**src/rtl/load_diag_regs.vh**
```
// Register offsets, field codes, reset values and function list for the load diagnostic bank.
// Function
// - Each channel's shorted-load threshold is a 4-bit code from 0000 (0.5 ohm) in 0.5 ohm steps to 1001 (5 ohm), and a load below it is flagged as shorted.
// - The threshold register for channels three and four is at offset 0x0B, with channel three in bits 7..4 and channel four in bits 3..0, both read/write.
// - Every threshold code resets to 0001, so each threshold register reads 0x11 until software rewrites it.
// - The first result register, at offset 0x0C, holds channel one's flags in bits 7..4 and channel two's in bits 3..0, ordered short-to-ground, short-to-supply, open load, shorted load.
// - The second result register, at offset 0x0D, holds the same flags in the same order for channel three in bits 7..4 and channel four in bits 3..0.
// - Result flags are read-only, reset to zero, read 1 only when the condition was detected, and ignore host writes.
// - The line-level result register, at offset 0x0E, reports channels one to four in bits 3 down to 0, and bits 7..4 read zero.
// - The read-only state report at offset 0x0F gives channel one bits 7..6 through channel four bits 1..0 and resets to 0x55.
// - A state field reads 00 playing, 01 floating output, 10 muted and 11 running load diagnostics.
// - Unless the suppress bit is set, a diagnostic run starts automatically when a channel leaves the floating state and after a channel fault.
// - Line-level detection counts only while the line-level enable bit is 1, otherwise its flags never rise.
`ifndef LOAD_DIAG_REGS_VH
`define LOAD_DIAG_REGS_VH

`define OFS_STATE_CONTROL   8'h04
`define OFS_DIAG_CONTROL    8'h09
`define OFS_CH12_THRESHOLD  8'h0a
`define OFS_CH34_THRESHOLD  8'h0b
`define OFS_CH12_RESULT     8'h0c
`define OFS_CH34_RESULT     8'h0d
`define OFS_LINE_RESULT     8'h0e
`define OFS_ACTUAL_STATE    8'h0f

`define RST_STATE_CONTROL   8'h55
`define RST_DIAG_CONTROL    8'h00
`define RST_THRESHOLD       8'h11
`define RST_RESULT          8'h00
`define RST_ACTUAL_STATE    8'h55

`define BIT_DIAG_SUPPRESS   0
`define BIT_LINE_DETECT_ON  1

`define THRESHOLD_MAX_CODE  4'h9
`define THRESHOLD_RST_CODE  4'h1

`define STATE_PLAY          2'h0
`define STATE_FLOATING      2'h1
`define STATE_MUTE          2'h2
`define STATE_DIAG          2'h3

`endif

```
**src/rtl/load_diag_config_and_report_regs.v**
```verilog
// Register bank for load diagnostic thresholds, results and channel state report.
`timescale 1ns/10ps
`default_nettype none
`include "load_diag_regs.vh"

module load_diag_config_and_report_regs #(
  parameter CHANNELS = 4
) (
  input  wire        mclk,
  input  wire        rst,
  input  wire [7:0]  reg_addr,
  input  wire [7:0]  reg_wdata,
  input  wire        reg_wr,
  input  wire        reg_rd,
  output reg  [7:0]  reg_rdata,
  output reg         reg_rvalid,
  input  wire [3:0]  diag_done,
  input  wire [15:0] diag_flags,
  input  wire [3:0]  line_detected,
  input  wire [7:0]  actual_state,
  input  wire [3:0]  channel_fault,
  output wire [15:0] short_threshold,
  output reg  [7:0]  requested_state,
  output wire [3:0]  auto_diag_start,
  output reg         auto_diag_suppress,
  output reg         line_level_detect_on
);

  // Writable configuration registers.
  reg  [7:0]  ch12_short_threshold_reg;
  reg  [7:0]  ch34_short_threshold_reg;

  // Per-channel results gathered from the trackers, channel one in the top lanes.
  wire [15:0] result_flags;
  wire [3:0]  line_flags;
  wire [7:0]  state_report;
  wire [15:0] threshold_codes;
  reg  [7:0]  rdata_next;

  assign threshold_codes = {ch12_short_threshold_reg, ch34_short_threshold_reg};

  // Host writes; read-only offsets fall through so writes to them change nothing.
  always @(posedge mclk) begin
    if (rst) begin
      requested_state          <= `RST_STATE_CONTROL;
      auto_diag_suppress       <= 1'b0;
      line_level_detect_on     <= 1'b0;
      ch12_short_threshold_reg <= `RST_THRESHOLD;
      ch34_short_threshold_reg <= `RST_THRESHOLD;
    end else if (reg_wr) begin
      case (reg_addr)
        `OFS_STATE_CONTROL: begin
          requested_state <= reg_wdata;
        end
        `OFS_DIAG_CONTROL: begin
          auto_diag_suppress   <= reg_wdata[`BIT_DIAG_SUPPRESS];
          line_level_detect_on <= reg_wdata[`BIT_LINE_DETECT_ON];
        end
        `OFS_CH12_THRESHOLD: begin
          ch12_short_threshold_reg <= reg_wdata;
        end
        `OFS_CH34_THRESHOLD: begin
          ch34_short_threshold_reg <= reg_wdata;
        end
        default: begin
          ch34_short_threshold_reg <= ch34_short_threshold_reg;
        end
      endcase
    end
  end

  // Read mux; unmapped offsets and reserved bits read as zero.
  always @* begin
    rdata_next = 8'h00;
    case (reg_addr)
      `OFS_STATE_CONTROL:  rdata_next = requested_state;
      `OFS_DIAG_CONTROL:   rdata_next = {6'h00, line_level_detect_on, auto_diag_suppress};
      `OFS_CH12_THRESHOLD: rdata_next = ch12_short_threshold_reg;
      `OFS_CH34_THRESHOLD: rdata_next = ch34_short_threshold_reg;
      `OFS_CH12_RESULT:    rdata_next = result_flags[15:8];
      `OFS_CH34_RESULT:    rdata_next = result_flags[7:0];
      `OFS_LINE_RESULT:    rdata_next = {4'h0, line_flags};
      `OFS_ACTUAL_STATE:   rdata_next = state_report;
      default:             rdata_next = 8'h00;
    endcase
  end

  // Read data is registered so it stays stable for the bus while the trackers move on.
  always @(posedge mclk) begin
    if (rst) begin
      reg_rdata  <= 8'h00;
      reg_rvalid <= 1'b0;
    end else begin
      reg_rvalid <= reg_rd;
      if (reg_rd) begin
        reg_rdata <= rdata_next;
      end
    end
  end

  // One tracker per channel; channel one sits in the most significant field of each group.
  genvar ch;
  generate
    for (ch = 0; ch < CHANNELS; ch = ch + 1) begin : g_chan
      diag_channel_track u_track (
        .mclk                 (mclk),
        .rst                  (rst),
        .threshold_code       (threshold_codes[15-4*ch -: 4]),
        .auto_diag_suppress   (auto_diag_suppress),
        .line_level_detect_on (line_level_detect_on),
        .diag_done            (diag_done[3-ch]),
        .diag_flags           (diag_flags[15-4*ch -: 4]),
        .line_detected        (line_detected[3-ch]),
        .actual_state         (actual_state[7-2*ch -: 2]),
        .channel_fault        (channel_fault[3-ch]),
        .result_flags_reg     (result_flags[15-4*ch -: 4]),
        .line_flag_reg        (line_flags[3-ch]),
        .state_reg            (state_report[7-2*ch -: 2]),
        .threshold_reg        (short_threshold[15-4*ch -: 4]),
        .auto_start_reg       (auto_diag_start[3-ch])
      );
    end
  endgenerate

endmodule // load_diag_config_and_report_regs
`default_nettype wire

```
**src/rtl/diag_channel_track.v**
```verilog
// One channel's result flags, state report, threshold clamp and automatic diagnostic trigger.
`timescale 1ns/10ps
`default_nettype none
`include "load_diag_regs.vh"

module diag_channel_track (
  input  wire       mclk,
  input  wire       rst,
  input  wire [3:0] threshold_code,
  input  wire       auto_diag_suppress,
  input  wire       line_level_detect_on,
  input  wire       diag_done,
  input  wire [3:0] diag_flags,
  input  wire       line_detected,
  input  wire [1:0] actual_state,
  input  wire       channel_fault,
  output reg  [3:0] result_flags_reg,
  output reg        line_flag_reg,
  output reg  [1:0] state_reg,
  output reg  [3:0] threshold_reg,
  output reg        auto_start_reg
);

  // Leaving the floating state is seen against the previous reported state.
  wire leaving_float = (state_reg == `STATE_FLOATING) && (actual_state != `STATE_FLOATING);

  // Flags are only replaced at the end of a run, so a read in mid-run still shows the last result.
  always @(posedge mclk) begin
    if (rst) begin
      result_flags_reg <= 4'h0;
      line_flag_reg    <= 1'b0;
      state_reg        <= `STATE_FLOATING;
      threshold_reg    <= `THRESHOLD_RST_CODE;
      auto_start_reg   <= 1'b0;
    end else begin
      if (diag_done) begin
        result_flags_reg <= diag_flags;
        line_flag_reg    <= line_detected & line_level_detect_on;
      end
      state_reg <= actual_state;
      // Undefined codes are clamped rather than extrapolated past the top step.
      if (threshold_code > `THRESHOLD_MAX_CODE) begin
        threshold_reg <= `THRESHOLD_MAX_CODE;
      end else begin
        threshold_reg <= threshold_code;
      end
      auto_start_reg <= ~auto_diag_suppress & (leaving_float | channel_fault);
    end
  end

endmodule // diag_channel_track
`default_nettype wire

```
**config.mk**
```make
export PLATFORM = sky130hd
export DESIGN_NAME = load_diag_config_and_report_regs
export DESIGN_NICKNAME = d
export VERILOG_FILES = /design/src/rtl/load_diag_config_and_report_regs.v /design/src/rtl/diag_channel_track.v
export VERILOG_INCLUDE_DIRS = /design/src /design/src/rtl
export SDC_FILE = /design/constraint.sdc
export NUM_CORES = 1
export LEC_CHECK = 0
export ABC_CLOCK_PERIOD_IN_PS = 1950
export BUFFER_PORTS_ARGS = -buffer_cell sky130_fd_sc_hd__buf_4
export CELL_PAD_IN_SITES_DETAIL_PLACEMENT = 0
export CELL_PAD_IN_SITES_GLOBAL_PLACEMENT = 1
export CORE_UTILIZATION = 40
export DETAILED_ROUTE_END_ITERATION = 8
export PLACE_DENSITY_LB_ADDON = 0.1
export SKIP_CTS_REPAIR_TIMING = 1
export SYNTH_ARGS = -nofsm -noshare
export SYNTH_HDL_FRONTEND = slang
export SYNTH_HIERARCHICAL = 1
export SYNTH_SLANG_ARGS = --single-unit
```
**constraint.sdc**
```tcl
create_clock -name mclk -period 1.95 [get_ports mclk]
set_clock_uncertainty 0.1 [all_clocks]
set_input_delay 0.0975 -clock mclk [delete_from_list [all_inputs] [get_ports mclk]]
set_output_delay 0.0975 -clock mclk [all_outputs]
set_load 0.01 [all_outputs]
```
==> flow_summary.ini, run 1 <==
[floorplan]
die_h_um = 95.5
initial_utilization_pct = 41.9
die_w_um = 95.5
rows = 33
ios = 95
fp.dieArea_um2 = 9110
fp.coreArea_um2 = 8340

[outcome]
violations = hold timing
run_status = finished with violations

[worst_setup_path]
rrSetupSlack_ns = 0.35
crit_fanout = 20
start_kind = input port
crit_path_start = reg_addr[1]
cp.required_ns = 2.09
crit-reg2reg-launch = line_level_detect_on
cp-end-kind = flop
crit_type = in2reg
worstPathArrival_ns = 1.86

[logic_synthesis]
async_flop_share_pct = 0
netlist_instances = 339
ys_top_cells_by_count = dfxtp_1 (83), nor2_1 (49), mux2i_1 (40)
ys.flop_type = dfxtp_1
synth_area_leaders = dfxtp_1 (48%), mux2i_1 (11%), nor2_1 (5.3%)
netlist_area_um2 = 3490
ys_ff_latch = 83
synth.avg_cell_area_um2 = 10.3
synth-seq-area-share_pct = 47.5
yosys_warnings = 6
yosysMostFrequentCell = dfxtp_1
yosys.area.top_type = dfxtp_1
syn_nets = 395
netlist.area_leader.share_pct = 47.5
ys_types = 44
synth_edf_count = 0

[sta]
finalHoldViolCount = 3
period_minus_slack_ns = 1.71
relSlewSlack_pct = 63.2
setup_viol_count_final = 0
max_freq_mhz = 584
fin_crit_sh_pct = 87.8
fin_ws_ns = 0.237
tns_ns = 0
tightest_slew_ns = 0.552
whs_ns = -0.00337
rsz0062_at_grt = no
finalMaxSlewViolations = 0

[placement]
gp_congestion = 0.754
io_buffer_count = 94
place_ws_ns = 0.361
place_area_um2 = 4210
place_hpwl_mm = 6.04
dp_cells = 521

[grt]
grt_start_max_net_pins = 56
busiest_layer = met2
gr-total-overflow = 0
met2_usage_pct = 30.2
gr-usage-met3_pct = 3.99
grt_pass1_wl_mm = 13.3
grt_util_all_layers_pct = 19.8
antenna_found_initial = 0
grt_pass1_vias = 2534
grtUsageMet1_pct = 26.7

[power]
power.share.clock_pct = 35.5
total_power_mw = 3.34
power_density_nw_per_um2 = 664
p_switching_uw = 801
p_leak_nw = 2.21
seqPwrFrac_pct = 52.4
power.share.switching_pct = 24.0
p_int_mw = 2.54
vdd_drop_max_mv = 0.298
pwr-share-comb_pct = 12.1

[cts]
cts_tree = yes
clkTransAtPathRegs_ns = 0.08
clockBufferDepth = 2
clk_latency_ns = 0.36
cts_buffers = 9
ctsHtreeMaxLevel = 3
cts_sinks = 83
root_buffer = clkbuf_8

[final_layout]
drive_gt1_share_pct = 29.5
area_growth_pct = 43.9
layout.cells.non_filler = 600
num_antenna_cells = 0
fillCellCount = 719
nets = 546
design_area_um2 = 5030

[route]
vias = 2965
wirelength_mm = 9.27
drt_first_iter_violations = 69
drc_errors = 0
ant_nets = 0
drtPass1Iterations = 4
routed_via_density = 4.94
detail_route.wl_per_cell_um = 15.4

[hold_path]
min_path_type = in2reg
hp-start = rst

[run]
cap_viol_max_count = 0
==> metal layers <==
layer / wire (µm) / share of wire [%] / vias up
li1: - / - / 1496
met5: 0 / 0 / -
met4: 141 / 1.5 / 0
met3: 346 / 3.7 / 9
met2: 4480 / 48 / 60
met1: 4300 / 46 / 1400
==> cells in the final DEF (no fill, tap or decap), types with 2 or more instances in the layout <==
cell type      Yosys  final
a31oi_1            7      7
a22oi_1            7      7
a211o_1            8      8
nor2_1            49     49
dfxtp_1           83     83
a32oi_1            6      6
a21boi_0           2      2
nand2b_4           4      4
clkbuf_8           0     12
nand3_1            8      8
or2_1              4      4
nand2_1           19     19
nand2b_1           5      5
mux2_2             6      6
nor3_1             5      5
nor3b_1           11     11
o21ai_0           11     11
dlygate4sd3_1      0     63
mux4_2             2      2
mux2i_1           40     40
inv_1             10     10
and4bb_2           2      2
buf_4              2     98
and2b_2            8      8
a21oi_2            4      4
==> cell type report <==
type | count | area, µm² | area share (%)
multi-input cells | 225 | 1640 | 32.7
flip-flops and latches | 83 | 1660 | 33.0
repair buffers | 161 | 1370 | 27.2
well taps | 105 | 131 | 2.61
clock buffers | 13 | 169 | 3.36
inverters | 10 | 37.5 | 0.746
clock inverters | 3 | 21.3 | 0.423
==> worst max-delay path: stages <==
cell and delay, ns:
buf_4 0.22, and3b_1 0.41, nand4_4 0.27, mux2i_1 0.22, nor2_1 0.06, dlygate4sd3_1 0.56
==> final timing paths <==
check                           cells after the start                              end
worst min register to register                      2                     reg_rdata[0]
worst max register to register                      3  g_chan[1].u_track/line_flag_reg
worst min-delay path                                2      ch34_short_threshold_reg[3]
worst max-delay path                                6      ch34_short_threshold_reg[1]
==> cell families (layout without fill, tap and decap cells) <==
family | after synthesis | after routing | share of synthesized area (%)
muxes | 48 | 48 | 14.7
DFF | 83 | 83 | 47.5
buffers and inverters | 31 | 187 | 5.44
and+or+nand+nor | 123 | 123 | 20.7
AOI/OAI and AO/OA | 54 | 54 | 11.6
==> through the flow <==
step	hold WS, ns	util, %
5_1_grt	0.00158	60.3
2_1_floorplan	0.0946	-
3_5_place_dp	0.194	50.5
3_3_place_gp	0.190	50.5
6_report	-0.00337	60.3
4_1_cts	-0.184	52.7
==> power by group through the flow <==
stage / Combinational (mW) / Clock (mW) / Sequential [mW]
floorplan: 0.167 / 0 / 1.79
global route: 0.437 / 1.30 / 1.76
detailed placement: 0.297 / 0 / 1.79
CTS: 0.297 / 1.21 / 1.75
global placement: 0.294 / 0 / 1.79
finish: 0.403 / 1.19 / 1.75
(Power assumes the default switching activity.)
==> run 2: changes to the inputs <==
--- a/config.mk
+++ b/config.mk
@@ -13,4 +13,5 @@
 export CORE_UTILIZATION = 40
 export DETAILED_ROUTE_END_ITERATION = 8
+export GPL_TIMING_DRIVEN = 0
 export PLACE_DENSITY_LB_ADDON = 0.1
 export SKIP_CTS_REPAIR_TIMING = 1
--- a/constraint.sdc
+++ b/constraint.sdc
@@ -3,3 +3,3 @@
 set_input_delay 0.0975 -clock mclk [delete_from_list [all_inputs] [get_ports mclk]]
 set_output_delay 0.0975 -clock mclk [all_outputs]
-set_load 0.01 [all_outputs]
+set_load 0.05 [all_outputs]
==> run 2 against run 1 <==
  * The run now ends clean
  * Clock-buffer cell count fell by 2
  * Design area up 1.7%
  * Routed wire length grew 6.7%
  * Sequential power barely moved
  * Clock power about the same
  * Setup slack gained 0.081 ns
  * Non-clock buffer count up 13
==> flow_summary.ini, run 2 (synthesized netlist as in run 1, its figures left out) <==
[sta]
tns_ns = 0
period_minus_slack_ns = 1.63
max_freq_mhz = 613
relSlewSlack_pct = 61.7
rsz0062_at_grt = no
finalMaxSlewViolations = 0
setup_viol_count_final = 0
tightest_slew_ns = 0.570
fin_crit_sh_pct = 83.7
finalHoldViolCount = 0

[cts]
cts_sinks = 83
clockBufferDepth = 2
ctsHtreeMaxLevel = 3
clkTransAtPathRegs_ns = 0.08
root_buffer = clkbuf_8
clk_latency_ns = 0.35
cts_tree = yes
cts_buffers = 9

[route]
vias = 3081
drc_errors = 0
drtPass1Iterations = 6
wirelength_mm = 9.89
ant_nets = 0
drt_first_iter_violations = 83
detail_route.wl_per_cell_um = 16.2
routed_via_density = 5.03

[power]
power.share.switching_pct = 24.3
p_int_mw = 2.57
seqPwrFrac_pct = 51.5
power_density_nw_per_um2 = 665
total_power_mw = 3.40
pwr-share-comb_pct = 13.5
p_switching_uw = 827
p_leak_nw = 2.23
vdd_drop_max_mv = 0.361
power.share.clock_pct = 35.0

[floorplan]
ios = 95
die_h_um = 95.5
fp.dieArea_um2 = 9110
die_w_um = 95.5
rows = 33
initial_utilization_pct = 41.9
fp.coreArea_um2 = 8340

[outcome]
run_status = completed

[final_layout]
regArea_um2 = 1660
fillCellCount = 739
nets = 559
design_area_um2 = 5120
area_growth_pct = 46.4
final_cell_mix = buf_4 (92), dfxtp_1 (83), dlygate4sd3_1 (63), nor2_1 (49), mux2i_1 (40)
num_antenna_cells = 0
drive_gt1_share_pct = 29.8
multi_input_area_um2 = 1640
layout_commonest_cell = buf_4

[worst_setup_path]
cp.required_ns = 2.13
rrSetupSlack_ns = 0.32
reg2reg_depth = 3
worstReg2RegEnd = g_chan[2].u_track/line_flag_reg
max_stage_delay_ns = 0.60
crit_buf_inv = 1
cp-end-kind = flop
crit_path_start = line_level_detect_on
crit_type = reg2reg
crit_chain = nand3_1, dlygate4sd3_1, a21oi_2
crit-reg2reg-launch = line_level_detect_on
worstPathArrival_ns = 1.82
crit_path_top_delay_cell = dfxtp_1
crit_family = flip-flops
start_kind = flop
crit_fanout = 7

[placement]
place_hpwl_mm = 6.81
gp_congestion = 0.781
io_buffer_count = 90
place_area_um2 = 4300

[grt]
grt_pass1_wl_mm = 14.1
antenna_found_initial = 0
grt_pass1_vias = 2741
gr-total-overflow = 0
grt_start_max_net_pins = 14
grt_util_all_layers_pct = 21.1

[hold_path]
hold-path-endpoint = ch12_short_threshold_reg[4]
holdPathStages = 4
hp-start = reg_wdata[4]
min_path_type = in2reg

[run]
cap_viol_max_count = 0
[run 2: area by class of cell]
class	instances	area share [%]
flip-flops and latches	83	32.5
multi-input cells	225	32.1
repair buffers	153	25.5
plain buffers	21	2.98
clock buffers	11	2.57
well taps	105	2.57
clock inverters	4	1.03
inverters	10	0.734
[run 2: worst min-delay path, cell delays in order]
cell and delay, ns:
buf_4 0.08, inv_1 0.05, nor2_1 0.10, a211o_1 0.10
[run 2: worst max-delay path by stage]
stage	end	slack, ns	depth (start not counted)
after CTS	requested_state[0]	0.44	6
after global placement	requested_state[4]	0.09	6
after global routing	reg_rdata[4]	0.21	6
after detailed placement	requested_state[0]	0.08	6
after floorplan	reg_rdata[2]	0.45	4
final	g_chan[2].u_track/line_flag_reg	0.32	3
[run 2: power groups by stage]
stage          Clock (mW)  Sequential (mW)  Combinational, mW
2_1_floorplan           0             1.81              0.167
3_3_place_gp            0             1.79              0.347
3_5_place_dp            0             1.79              0.351
4_1_cts              1.21             1.75              0.352
5_1_grt              1.30             1.75              0.494
6_report             1.19             1.75              0.460
[run 2: per-stage QoR]
step	setup slack [ns]	hold WS (ns)	std cells	utilization [%]
floorplan	0.449	0.0946	339	-
finish	0.318	0.00105	612	61.3
global route	0.208	0.0180	612	61.3
global placement	0.0866	0.190	534	51.6
detailed placement	0.0765	0.193	534	51.6
CTS	0.437	-0.177	549	53.8
[run 2: metal layers]
layer | up-vias | track usage (%) | wire length [µm]
li1 | 1523 | - | -
met1 | 1474 | 27.0 | 4380
met2 | 73 | 34.9 | 5020
met3 | 11 | 5.82 | 387
met4 | 0 | 5.10 | 108
met5 | - | 0 | 0
